`src/inw_pkg.sv`:
```
// constants, field layouts and types shared by the interrupt nesting and wake-up block
package inw_pkg;
   localparam int INW_NCH       = 8;
   localparam int INW_PW        = 3;
   localparam int INW_FLD_W     = 4;
   localparam int INW_AW        = 8;
   localparam int INW_DW        = 32;

   typedef logic [INW_PW-1:0] inw_prio_t;
   typedef logic [2:0]        inw_chan_t;

   // register byte offsets
   localparam logic [INW_AW-1:0] INW_OFS_PRIO   = 8'h00;
   localparam logic [INW_AW-1:0] INW_OFS_ROUTE  = 8'h04;
   localparam logic [INW_AW-1:0] INW_OFS_STATUS = 8'h08;

   // reset values
   localparam logic [INW_DW-1:0]  INW_PRIO_RST  = 32'h0000_0000;
   localparam logic [INW_NCH-1:0] INW_ROUTE_RST = 8'h00;

   // status field positions
   localparam int INW_ST_PEND_LSB  = 0;
   localparam int INW_ST_DEPTH_LSB = 8;
   localparam int INW_ST_IPL_LSB   = 12;
   localparam int INW_ST_PIN_BIT   = 16;
   localparam int INW_ST_MACH_BIT  = 17;

   localparam logic [2:0] INW_MAX_NEST = 3'h7;
   localparam logic [2:0] INW_DEPTH_RST = 3'h0;
   localparam inw_prio_t  INW_PRIO_ZERO = 3'h0;

   localparam logic [1:0] INW_HTRANS_NONSEQ = 2'h2;
   localparam logic       INW_HRESP_OKAY    = 1'b0;

   typedef enum logic [2:0] {
      INW_VEC_NONE,
      INW_VEC_MACH,
      INW_VEC_PIN,
      INW_VEC_CHAN,
      INW_VEC_SPUR
   } inw_vec_t;
endpackage

```
`src/inw_chan_qual.sv`:
```
// per-channel qualification of one maskable request against the core level
`timescale 1ns/100ps
module inw_chan_qual
   import inw_pkg::*;
(
   // request and its configuration
   input  wire logic      req,
   input  wire logic      routed,
   input  inw_pkg::inw_prio_t prio,
   // core state
   input  inw_pkg::inw_prio_t level,
   input  wire logic      ibit,
   // result
   output logic           above_level,
   output logic           qualified
);
   // pure gates: this path must work while the system clock is stopped
   assign above_level = req && routed && (prio != INW_PRIO_ZERO) && (prio > level);
   assign qualified   = above_level && !ibit;
endmodule

```
`src/inw_top.sv`:
```
// interrupt nesting and wake-up qualification with its register slave
//
// The AHB-Lite slave port and the register addresses were chosen for this implementation.
`timescale 1ns/100ps
// Summary of operation
// - maskable requests preempt by priority; at most seven maskable routines nest.
// - while the core mask bit stays set no maskable request is presented.
// - after software clears the mask bit only higher-priority requests interrupt.
// - every core-routed maskable request of nonzero priority above the current level can wake the core from stop or wait while the mask bit is clear.
// - a machine exception request can wake the core from stop or wait.
// - mask bit set blocks every maskable request from waking the core.
// - requests at or below the current level are ignored for wake-up.
// - the non-maskable pin request wakes the core any time, mask or not.
// - pin wake with its mask set issues no vector; core resumes after sleep.
// - on vector fetch load the winning channel's priority as the new level.
// - a maskable request needs nonzero priority strictly above the current level.
module inw_top
   import inw_pkg::*;
(
   // clock and reset
   input  wire logic              ref_clk,
   input  wire logic              reset,
   // ahb-lite register slave
   input  wire logic              hsel,
   input  wire logic [31:0]       haddr,
   input  wire logic [1:0]        htrans,
   input  wire logic              hwrite,
   input  wire logic [2:0]        hsize,
   input  wire logic [31:0]       hwdata,
   input  wire logic              hready,
   output logic [31:0]            hrdata,
   output logic                   hreadyout,
   output logic                   hresp,
   // request sources
   input  wire logic [INW_NCH-1:0] chan_req,
   input  wire logic              mach_exc_req,
   input  wire logic              nonmaskable_pin_request_n,
   // core condition word and state
   input  wire logic              core_ibit,
   input  wire logic              core_xbit,
   input  inw_pkg::inw_prio_t     current_processing_level,
   input  wire logic              core_low_power,
   input  wire logic              vector_req,
   input  wire logic              return_from_service,
   // answers to the core
   output logic                   core_irq,
   output logic                   vector_valid,
   output inw_pkg::inw_vec_t      vector_kind,
   output inw_pkg::inw_chan_t     vector_chan,
   output logic                   new_level_load,
   output inw_pkg::inw_prio_t     new_level,
   output logic                   wake_req,
   output logic                   wake_resume_only
);
   import inw_pkg::*;

   typedef enum logic [1:0] {
      INW_ST_IDLE,
      INW_ST_GIVE,
      INW_ST_HOLD
   } inw_state_t;

   logic [INW_DW-1:0]  prio_cfg_reg;
   logic [INW_NCH-1:0] route_reg;
   logic               wr_pend_reg;
   logic [INW_AW-1:0]  wr_addr_reg;
   logic [31:0]        hrdata_reg;
   logic [31:0]        rd_next;
   logic               addr_phase;

   logic               pin_meta_reg;
   logic               pin_sync_reg;
   logic               pin_raw;
   logic               pin_act;

   logic [INW_NCH-1:0] above_vec;
   logic [INW_NCH-1:0] qual_vec;
   inw_prio_t          chan_prio [INW_NCH];

   logic               best_found;
   inw_chan_t          best_chan;
   inw_prio_t          best_prio;

   inw_state_t         state_reg;
   inw_vec_t           kind_reg;
   inw_chan_t          chan_reg;
   inw_prio_t          level_reg;
   logic               load_reg;
   logic [2:0]         depth_reg;
   inw_prio_t          ipl_prev_reg;
   logic               rti_wait_reg;

   // ---------------- register slave ----------------
   assign addr_phase = hsel && hready && (htrans == INW_HTRANS_NONSEQ);
   assign hreadyout  = 1'b1;
   assign hresp      = INW_HRESP_OKAY;
   assign hrdata     = hrdata_reg;

   always_ff @(posedge ref_clk or posedge reset) begin
      if (reset) begin
         wr_pend_reg <= 1'b0;
         wr_addr_reg <= '0;
      end else begin
         wr_pend_reg <= addr_phase && hwrite;
         if (addr_phase) begin
            wr_addr_reg <= haddr[INW_AW-1:0];
         end
      end
   end

   // configuration writes land in the data phase; status is read-only
   always_ff @(posedge ref_clk or posedge reset) begin
      if (reset) begin
         prio_cfg_reg <= INW_PRIO_RST;
         route_reg    <= INW_ROUTE_RST;
      end else if (wr_pend_reg) begin
         if (wr_addr_reg == INW_OFS_PRIO) begin
            prio_cfg_reg <= hwdata;
         end
         if (wr_addr_reg == INW_OFS_ROUTE) begin
            route_reg <= hwdata[INW_NCH-1:0];
         end
      end
   end

   always_comb begin
      rd_next = '0;
      unique case (haddr[INW_AW-1:0])
         INW_OFS_PRIO: begin
            rd_next = prio_cfg_reg;
         end
         INW_OFS_ROUTE: begin
            rd_next[INW_NCH-1:0] = route_reg;
         end
         INW_OFS_STATUS: begin
            rd_next[INW_ST_PEND_LSB +: INW_NCH] = qual_vec;
            rd_next[INW_ST_DEPTH_LSB +: 3]      = depth_reg;
            rd_next[INW_ST_IPL_LSB +: INW_PW]   = current_processing_level;
            rd_next[INW_ST_PIN_BIT]             = pin_act;
            rd_next[INW_ST_MACH_BIT]            = mach_exc_req;
         end
         default: begin
            rd_next = '0;
         end
      endcase
   end

   // read data is caught at the address phase so the slave never waits
   always_ff @(posedge ref_clk or posedge reset) begin
      if (reset) begin
         hrdata_reg <= '0;
      end else if (addr_phase && !hwrite) begin
         hrdata_reg <= rd_next;
      end
   end

   // ---------------- pin request ----------------
   assign pin_raw = !nonmaskable_pin_request_n;

   always_ff @(posedge ref_clk or posedge reset) begin
      if (reset) begin
         pin_meta_reg <= 1'b0;
         pin_sync_reg <= 1'b0;
      end else begin
         pin_meta_reg <= pin_raw;
         pin_sync_reg <= pin_meta_reg;
      end
   end
   assign pin_act = pin_sync_reg;

   // ---------------- channel qualification ----------------
   genvar gi;
   generate
      for (gi = 0; gi < INW_NCH; gi++) begin : g_chan
         assign chan_prio[gi] = prio_cfg_reg[gi*INW_FLD_W +: INW_PW];
         inw_chan_qual u_qual (
            .req         (chan_req[gi]),
            .routed      (route_reg[gi]),
            .prio        (chan_prio[gi]),
            .level       (current_processing_level),
            .ibit        (core_ibit),
            .above_level (above_vec[gi]),
            .qualified   (qual_vec[gi])
         );
      end
   endgenerate

   // highest priority wins, ties go to the higher channel index
   always_comb begin
      best_found = 1'b0;
      best_chan  = '0;
      best_prio  = INW_PRIO_ZERO;
      for (int i = 0; i < INW_NCH; i++) begin
         if (qual_vec[i] && (!best_found || chan_prio[i] >= best_prio)) begin
            best_found = 1'b1;
            best_chan  = inw_chan_t'(i);
            best_prio  = chan_prio[i];
         end
      end
   end

   // maskable work only reaches the core with its mask bit clear
   assign core_irq = best_found
                  || mach_exc_req
                  || (pin_act && !core_xbit);

   // ---------------- wake-up ----------------
   // raw pin and ungated qualifiers: these must act with the clock stopped
   assign wake_req = core_low_power
                  && ((|qual_vec)
                  || mach_exc_req
                  || pin_raw);
   // a pin wake with the pin mask set resumes without a vector
   assign wake_resume_only = wake_req && pin_raw && core_xbit
                          && !(|qual_vec) && !mach_exc_req;

   // ---------------- vector answer ----------------
   always_ff @(posedge ref_clk or posedge reset) begin
      if (reset) begin
         state_reg <= INW_ST_IDLE;
      end else begin
         unique case (state_reg)
            INW_ST_IDLE: begin
               if (vector_req) begin
                  state_reg <= INW_ST_GIVE;
               end
            end
            INW_ST_GIVE: begin
               state_reg <= INW_ST_HOLD;
            end
            INW_ST_HOLD: begin
               if (!vector_req) begin
                  state_reg <= INW_ST_IDLE;
               end
            end
            default: begin
               state_reg <= INW_ST_IDLE;
            end
         endcase
      end
   end

   // the source is chosen when the core asks; a vanished request gives spurious
   always_ff @(posedge ref_clk or posedge reset) begin
      if (reset) begin
         kind_reg  <= INW_VEC_NONE;
         chan_reg  <= '0;
         level_reg <= INW_PRIO_ZERO;
         load_reg  <= 1'b0;
      end else begin
         load_reg <= 1'b0;
         if (state_reg == INW_ST_IDLE && vector_req) begin
            if (mach_exc_req) begin
               kind_reg <= INW_VEC_MACH;
            end else if (pin_act && !core_xbit) begin
               kind_reg <= INW_VEC_PIN;
            end else if (best_found && depth_reg != INW_MAX_NEST) begin
               kind_reg  <= INW_VEC_CHAN;
               chan_reg  <= best_chan;
               level_reg <= best_prio;
               load_reg  <= 1'b1;
            end else begin
               kind_reg <= INW_VEC_SPUR;
            end
         end
      end
   end

   assign vector_valid   = (state_reg == INW_ST_GIVE);
   assign vector_kind    = kind_reg;
   assign vector_chan    = chan_reg;
   assign new_level_load = load_reg;
   assign new_level      = level_reg;

   // ---------------- nesting depth ----------------
   // a return is counted once the core's restored level drops below the old one
   always_ff @(posedge ref_clk or posedge reset) begin
      if (reset) begin
         ipl_prev_reg <= INW_PRIO_ZERO;
         rti_wait_reg <= 1'b0;
      end else begin
         ipl_prev_reg <= current_processing_level;
         if (return_from_service) begin
            rti_wait_reg <= 1'b1;
         end else if (rti_wait_reg) begin
            rti_wait_reg <= 1'b0;
         end
      end
   end

   always_ff @(posedge ref_clk or posedge reset) begin
      if (reset) begin
         depth_reg <= INW_DEPTH_RST;
      end else if (load_reg && depth_reg != INW_MAX_NEST) begin
         depth_reg <= depth_reg + 3'h1;
      end else if ((rti_wait_reg || return_from_service)
                   && current_processing_level < ipl_prev_reg
                   && depth_reg != INW_DEPTH_RST) begin
         depth_reg <= depth_reg - 3'h1;
      end
   end

   // hsize and upper address bits are accepted but not decoded: word access only
   logic unused_ok;
   assign unused_ok = ^{hsize, haddr[31:INW_AW], above_vec};
endmodule

```
`config.mk`:
```
export PLATFORM = sky130hd
export DESIGN_NAME = inw_top
export DESIGN_NICKNAME = d
export VERILOG_FILES = /design/src/inw_pkg.sv /design/src/inw_chan_qual.sv /design/src/inw_top.sv
export SDC_FILE = /design/constraint.sdc
export NUM_CORES = 1
export LEC_CHECK = 0
export BUFFER_PORTS_ARGS = -buffer_cell sky130_fd_sc_hd__buf_2
export CORE_MARGIN = 2
export CORE_UTILIZATION = 40
export DETAILED_ROUTE_END_ITERATION = 6
export HOLD_SLACK_MARGIN = 0.15
export PLACE_DENSITY = 0.61
export RECOVER_POWER = 50
export SLEW_MARGIN = 25
export SYNTH_ARGS = -nofsm -noshare
export SYNTH_HDL_FRONTEND = slang
export SYNTH_SLANG_ARGS = --single-unit
```
`constraint.sdc`:
```
create_clock -name ref_clk -period 9.7 [get_ports ref_clk]
set_input_delay 0.97 -clock ref_clk [delete_from_list [all_inputs] [get_ports ref_clk]]
set_output_delay 0.97 -clock ref_clk [all_outputs]
set_load 0.1 [all_outputs]
```
---- After elaboration in Yosys (flattened, before gate mapping) ----
Cells that the tools add are included.
W data, S select, Z words.
word-level totals
  bits in registers ....................... 102
  input port bits ......................... 92
  output and inout port bits .............. 48
cells by class
  add/sub/neg operators ................... 2
  magnitude comparators ................... 16
  equal/unequal tests ..................... 9
  muxes and demuxes ....................... 43
  bitwise gates (word level) .............. 2
  reduce and logical (&&, ||, !) cells .... 97
operator list
  cell                   number
  $mux W3                19
  $logic_and A1 B1 Y1    54
  $reduce_bool A3 Y1     9
  $gt A3 B3 Y1           8
  $pmux W8 S3            1
  $ge A3 B3 Y1           7
  $eq A8 B3 Y1 const B   2
  $logic_not A8 Y1       2
  $mux W1                16
  $mux W14               1
  $logic_not A1 Y1       13
  $logic_or A1 B1 Y1     12
  $pmux W3 S2            2
  $eq A8 B4 Y1 const B   1
  $reduce_or A8 Y1       1
  $pmux W2 S3            1
  $reduce_and A2 Y1      3
  $eq A2 B2 Y1 const B   2
  $mux W2                2
  $ne A2 B2 Y1 const B   2
  $pmux W2 S2            1
  $reduce_and A4 Y1      1
  $add A3 B1 Y3 const B  1
  $lt A3 B3 Y1           1
  6 further kinds        7

---- Logic depth before layout (Yosys ltp) ----
Gate-level depths: netlist (run 1).
  depth after elaboration ................. 38
  gate-level depth with buffers ........... 58
  mapped depth without buffers ............ 56

---- Hierarchy ----
Synthesis (run 1) repeated with hierarchy kept, for this count alone.
unflattened totals
  cells, all modules ...................... 573
  area total of the unflattened synthesis .. 5964.5 µm²
by module, submodules not included
  module         times used  cells an instance  area an instance (µm²)  sequential area each (µm²)
  inw_top        1           461                5063.6                  2552.4
  inw_chan_qual  8           14                 112.6                   0.0

---- Least setup slack after synthesis (run 1) ----
OpenSTA, ideal clock, no wires.
  path type ............................... in2reg
  from .................................... input current_processing_level[2]
  to ...................................... register level_reg[0], in the netlist new_level[0]
  arrival ................................. 10.851 ns
  setup slack ............................. -1.270 ns
  cell stages on the path ................. 58
  path buffers ............................ 2
  cell sequence ........................... inv_1 ha_1 and3_1 nor4_1 and2_1 nand2_1 ha_1 a21o_1 a31oi_1 a311oi_2 a22o_2 ha_1 nand2b_1 a21o_1 a21oi_1 a21boi_4 mux2i_2 inv_1 [22 not listed] o21ai_0 o22ai_1 ha_1 nand2b_1 a21oi_1 nor2b_1 o21ai_0 o31a_1 o22a_1 o31ai_4 ha_1 nand2b_1 a21o_1 a21oi_1 o21a_1 nand2b_1 o41ai_1 a31o_1
on the way
  cells in the longest elaborated chain, start to end .. 34
  elaborated cells on any way between the ends .. 70
  those cells by class .................... order compare: 15; mux: 16; reduce/logical: 39
RTL lines
  what                                              RTL line             text
  start: declaration                                inw_top.sv:41        input inw_pkg::inw_prio_t current_processing_level,
  $gt A3 B3 Y1                                      inw_chan_qual.sv:18  assign above_level = req && routed && (prio != INW_PRIO_ZERO) && (prio > level);
  $logic_and A1 B1 Y1                               inw_chan_qual.sv:18
  $logic_and A1 B1 Y1                               inw_chan_qual.sv:19  assign qualified = above_level && !ibit;
  $mux W3 or $mux W1 (tied branches)                inw_top.sv:194       if (qual_vec[i] && (!best_found || chan_prio[i] >= best_prio)) begin
  $ge A3 B3 Y1 or $logic_not A1 Y1 (tied branches)  inw_top.sv:194
  $logic_or A1 B1 Y1                                inw_top.sv:194
  $logic_and A1 B1 Y1                               inw_top.sv:194
  $mux W3 or $mux W1 (tied branches)                inw_top.sv:194
  [18 not listed]                                   --
  $logic_and A1 B1 Y1                               inw_top.sv:194
  $mux W3 or $mux W1 (tied branches)                inw_top.sv:194
  $ge A3 B3 Y1 or $logic_not A1 Y1 (tied branches)  inw_top.sv:194
  $logic_or A1 B1 Y1                                inw_top.sv:194
  $logic_and A1 B1 Y1                               inw_top.sv:194
  $mux W1                                           inw_top.sv:194
  $logic_and A1 B1 Y1                               inw_top.sv:257       end else if (best_found && depth_reg != INW_MAX_NEST) begin
  $reduce_and A4 Y1 (no source line)                --
  end signal: assignment                            inw_top.sv:260       level_reg <= best_prio;
  end: declaration                                  inw_top.sv:87        inw_prio_t level_reg;
Several ways; a longest one is shown, not always the timed one.
A chain may end at the register's enable or synchronous reset.

---- Worst setup path in the final report (run 1) ----
Same ends and word-level chain as after synthesis.

==> results of run 1 <==
[metal layers]
metal / global-route usage (%) / vias to the layer above / part of all wire (%)
li1: - / 2402 / -
met1: 26.7 / 2458 / 44
met2: 36.0 / 133 / 48
met3: 3.31 / 32 / 3.7
met4: 9.65 / 0 / 3.4
met5: 0 / - / 0
[where the power goes]
part / leakage [nW] / internal [mW] / switching, mW
Sequential: 1.27 / 0.491 / 0.0546
Combinational: 2.38 / 0.173 / 0.408
Clock: 0.166 / 0.257 / 0.155
Total: 3.82 / 0.921 / 0.617
[critical path, delay by kind of cell]
family | cells | cell delay [ps]
AOI/OAI and AO/OA | 28 | 3800
muxes | 2 | 570
and+or+nand+nor | 12 | 1830
adders and majority gates | 8 | 2030
buffers and inverters | 7 | 850
[per-stage QoR]
step	setup WS [ps]	hold WS, ps	power [mW]	utilization [%]
after floorplan	-372	331	0.971	-
after global placement	-671	336	1.09	50.2
after detailed placement	-831	340	1.11	50.2
after CTS	-135	355	1.54	54.5
after global routing	-514	357	1.61	55.1
final	-81.9	352	1.54	55.1
[Yosys cell counts, types with 8 or more instances]
| library cell | instances | area (µm²) |
|---|---|---|
| o21a_1 | 8 | 60.1 |
| nor2b_1 | 11 | 68.8 |
| ha_1 | 47 | 588 |
| mux2_2 | 47 | 529 |
| nor2_1 | 45 | 169 |
| nor3_1 | 9 | 45.0 |
| clkbuf_1 | 17 | 63.8 |
| o21ai_0 | 28 | 140 |
| dfrtp_1 | 102 | 2550 |
| nand2_1 | 67 | 251 |
| nand3_1 | 25 | 125 |
| inv_1 | 29 | 109 |
| nand2b_1 | 11 | 68.8 |
| a21oi_1 | 14 | 70.1 |
| a221oi_1 | 15 | 131 |
[area by class of cell]
cell class              count  area, µm²  share of cell area, %
well taps                 180        225                   2.92
flip-flops and latches    102       2550                   33.1
repair buffers            186       1140                   14.8
inverters                  29        118                   1.53
clock buffers              11        243                   3.15
clock inverters             4       95.1                   1.23
multi-input cells         417       3340                   43.3
[how the worst max path moves through the flow]
| stage | from | to | cells past startpoint |
|---|---|---|---|
| floorplan | current_processing_level[1] | new_level[0] | 58 |
| global placement | current_processing_level[1] | new_level[0] | 57 |
| detailed placement | current_processing_level[1] | vector_chan[2] | 57 |
| CTS | current_processing_level[2] | new_level[0] | 58 |
| global route | current_processing_level[2] | new_level[2] | 57 |
| finish | current_processing_level[2] | new_level[0] | 57 |
[what timing repair did]
item	in CTS	in global routing
pin swaps	25	13
setup endpoints to repair	6	6
setup buffers	12	7
gates resized for setup	31	9
[kinds of logic (layout without fill, tap and decap cells)]
group	after synthesis	after routing	share of synthesized area [%]
and+or+nand+nor	199	199	16.4
AOI/OAI and AO/OA	118	118	15.3
other	2	2	0.130
buffers and inverters	52	230	3.75
muxes	48	48	9.40
DFF	102	102	44.2
adders and majority gates	48	48	10.5
xor gates and xnor gates	2	2	0.303
==> out/results.ini, run 1 <==
[synth]
synth_edf_count=0
mappedNetlistArea_um2=5780
yosys_warnings=0
synth_async_sr_flop_share_pct=100
register_bit_count_reported_by_yosys=102
synth_cell_type_count=65
post_synth_inst_count=571
synth_seq_area_share_pct=44.2
synthFlopType=dfrtp_1
synth_fp_nets=711
synthesis.area_per_instance_um2=10.1

[cts]
cts.sink_count=102
worstSkewPairLatency_ps=360
cts_tree=done
post_cts_hold_buffer_count=0
clock_tree.root_cell=clkbuf_16
clk_pin_slew_worst_paths_ps=60
cts-htree-levels=3
max-clock-path-buffers=2
cts_made_buffers=9

[timing]
finalWorstSetupSlack_ps=-81.9
slew_headroom_pct=-135
final_hold_viol_count=0
finalSetupTns_ps=-270
final.period_utilization_pct=101
setup_viol=5
grt_setup_unrepaired=yes
fmax_mhz=102
clock-skew-final_ps=9.47
final_period_minus_worst_setup_slack_ps=9780
worst_max_slew_pin_slew_ps=3520
slew_viol_final=105

[setup_path]
critical_path.max_stage_delay_ps=360
critical_path.reg2reg.startpoint=prio_cfg_reg[0]
reg2regPathDepth=55
critical_path_arrival_ps=10020
timing.rr.end=new_level[0]
critical_path.most_common_cell=a21oi_2
critical_path.startpoint_type=input pin
timing.critical_path.slowest_stage_cell=or3_4
crit_required_ps=9940
endpoint_kind=register
worstPathMaxFanout=5
path_class=in -> reg
rrSetupSlack_ps=200

[floorplanning]
placementRows=43
die-height_um=124
io_pins=140
die-area_um2=15400
initial_core_util_pct=41.3
dieWidth_um=124
floorplan_core_area_um2=14000

[detailed_routing]
post-route-drc-count=0
detail_route.wirelength_mm=16.1
drt-wirelength-per-cell_um=17.3
routed-via-count=5025
vias_per_cell=5.41
dr.pass1.iters=4
antenna_left=0
drt-initial-drc-count=307

[grt]
grt_first_pass_wirelength_mm=26.1
globalRoute.totalOverflow=0
grt_usage_pct=21.2
grt_antenna_before_repair=0
grt_pass1_vias=5177
grt_start_max_net_pins=67

[outcome]
run_status=complete, but fails checks
violations_in_the_final_reports=max-capacitance violations, max-slew violations, negative setup slack

[placed_design]
dp_hpwl_mm=11.9
finalWeightedCongestion=0.847
post-place-cells=895
port_buffers=110
placed_cell_area_um2=7020

[pwr]
powerDensity_nw_per_um2=200
vdd.ir_drop.worst_uv=96.5
leakage_nw=3.82

[final_layout]
layout.cells.most_common_list=buf_2 (107), dfrtp_1 (102), buf_4 (71)
syn2layout_area_growth_pct=33.4
non_filler_cell_area_final_um2=7710
layout_cell_share_with_drive_strength_beyond_1_pct=41.7
diodes=0
fin_nets=885
finish.cell_count_without_fillers=929
layout.cells.most_common=buf_2
num-fill-cells=1255

[worst_hold_path]
hold_depth=0
hold_start=pin_meta_reg
holdPathEnd=pin_act
hold_class=reg -> reg

[run]
drv_cap=2

(Power assumes the default switching activity.)
==> inputs of run 2 (changes only) <==
==> constraint.sdc (replaced) <==
create_clock -name ref_clk -period 9.7 [get_ports ref_clk]
set_input_delay 0.97 -clock ref_clk [delete_from_list [all_inputs] [get_ports ref_clk]]
set_output_delay 0.97 -clock ref_clk [all_outputs]
set_load 0.02 [all_outputs]
==> run 2 against run 1 <==
- the flow finishes with violations (negative setup slack)
- clock power fell by 17%
- routed wire length rose by 1.2%
- flip-flop and latch count did not move
- non-clock buffer count rose by 4
- worst setup slack got worse by 140 ps
- final area rose by 0.71%
- cell count rose by 0.54%
- largest cell class unchanged
==> out/results.ini, run 2 (synthesis results as in run 1) <==
[floorplanning]
die-area_um2=15400
floorplan_core_area_um2=14000
placementRows=43
die-height_um=124
dieWidth_um=124
io_pins=140
initial_core_util_pct=41.3

[detailed_routing]
detail_route.wirelength_mm=16.3
drt-wirelength-per-cell_um=17.4
dr.pass1.iters=4
post-route-drc-count=0
drt-initial-drc-count=329
vias_per_cell=5.39
antenna_left=0
routed-via-count=5030

[setup_path]
rrSetupSlack_ps=60
critical_path.max_stage_delay_ps=360
worstPathMaxFanout=5
crit_required_ps=9940
critical_path.startpoint_type=input pin
timing.critical_path.slowest_stage_cell=or3_4
dominant_delay_contributor_by_cell_family_on_the_critical_path=compound AO/OA/AOI/OAI gates
endpoint_kind=register
worst-path-buf-inv=6
critical_path.most_common_cell=a21oi_2
path_class=in -> reg
critical_path_arrival_ps=10160

[final_layout]
diodes=0
syn2layout_area_growth_pct=34.4
layout.cells.most_common_list=buf_2 (106), dfrtp_1 (102), buf_4 (75)
fin_nets=889
layout.cells.most_common=buf_2
finish.cell_count_without_fillers=934
layout_cell_share_with_drive_strength_beyond_1_pct=43.0

[grt]
grt_usage_pct=21.2
globalRoute.totalOverflow=0
grt_start_max_net_pins=66
grt_first_pass_wirelength_mm=26.1
grt_antenna_before_repair=0
grt_pass1_vias=5138

[pwr]
total_power_mw=1.26
vdd.ir_drop.worst_uv=84.9
powerDensity_nw_per_um2=162
leakage_nw=3.83

[placed_design]
post-place-cells=895
finalWeightedCongestion=0.846
dp_hpwl_mm=11.9
placement.setup.worst_slack_ps=-850
port_buffers=110

[timing]
finalWorstSetupSlack_ps=-220
slew_viol_final=0
slew_headroom_pct=44.0
clock-skew-final_ps=9.03
final_hold_viol_count=0
setup_viol=6
final_period_minus_worst_setup_slack_ps=9920
hold-worst-slack_ps=363
grt_setup_unrepaired=yes
worst_max_slew_pin_slew_ps=841
fmax_mhz=101
final.period_utilization_pct=102

[cts]
cts_made_buffers=9
cts.sink_count=102
worstSkewPairLatency_ps=360
clk_pin_slew_worst_paths_ps=60
clock_tree.root_cell=clkbuf_16
cts-htree-levels=3
cts_tree=done
max-clock-path-buffers=2

[run]
drv_cap=0

[outcome]
violations_in_the_final_reports=negative setup slack
run_status=complete, but fails checks

[worst_hold_path]
hold_class=reg -> reg

## run 2: power by group
| group | switching, mW | leakage [nW] | internal, mW | total [mW] |
|---|---|---|---|---|
| clock network | 0.160 | 0.137 | 0.183 | 0.343 |
| logic | 0.196 | 2.43 | 0.174 | 0.370 |
| registers | 0.0561 | 1.27 | 0.490 | 0.547 |
## run 2: final cells by class
type / instances / area, µm²
Clock inverter: 4 / 31.3
Tap cell: 180 / 225
Clock buffer: 12 / 246
Fill cell: 1253 / 6220
Inverter: 29 / 119
Multi-Input combinational cell: 417 / 3390
Sequential cell: 102 / 2550
Timing Repair Buffer: 190 / 1200
## run 2: final timing paths
check	depth (start not counted)	to	startpoint
max	56	new_level[0]	current_processing_level[1]
min	0	pin_act	pin_meta_reg
max reg2reg	55	new_level[0]	prio_cfg_reg[0]
min reg2reg	0	pin_act	pin_meta_reg
max in group asynchronous	3	route_reg[6]	reset
min in group asynchronous	2	state_reg[1]	reset
## run 2: stage by stage
step                TNS, ps  instance area, µm²  util (%)
global route          -3910                7760      55.5
CTS                   -1410                7630      54.5
global placement      -3820                7020      50.2
floorplan             -1690                5910         -
detailed placement    -4820                7020      50.2
finish                -1030                7760      55.5
## run 2: layer usage
layer  share of wire, %  track usage, %  vias up
li1                   -               -     2408
met4                2.2            7.80        0
met3                3.9            3.74       23
met2                 50            36.3      120
met1                 44            26.7     2479
met5                  0               0        -
## run 2: timing repair
action	4_1_cts	5_1_grt
gates resized for setup	36	13
pin swaps	40	30
buffers inserted	16	7
hold buffers	0	0
setup endpoints to repair	6	6
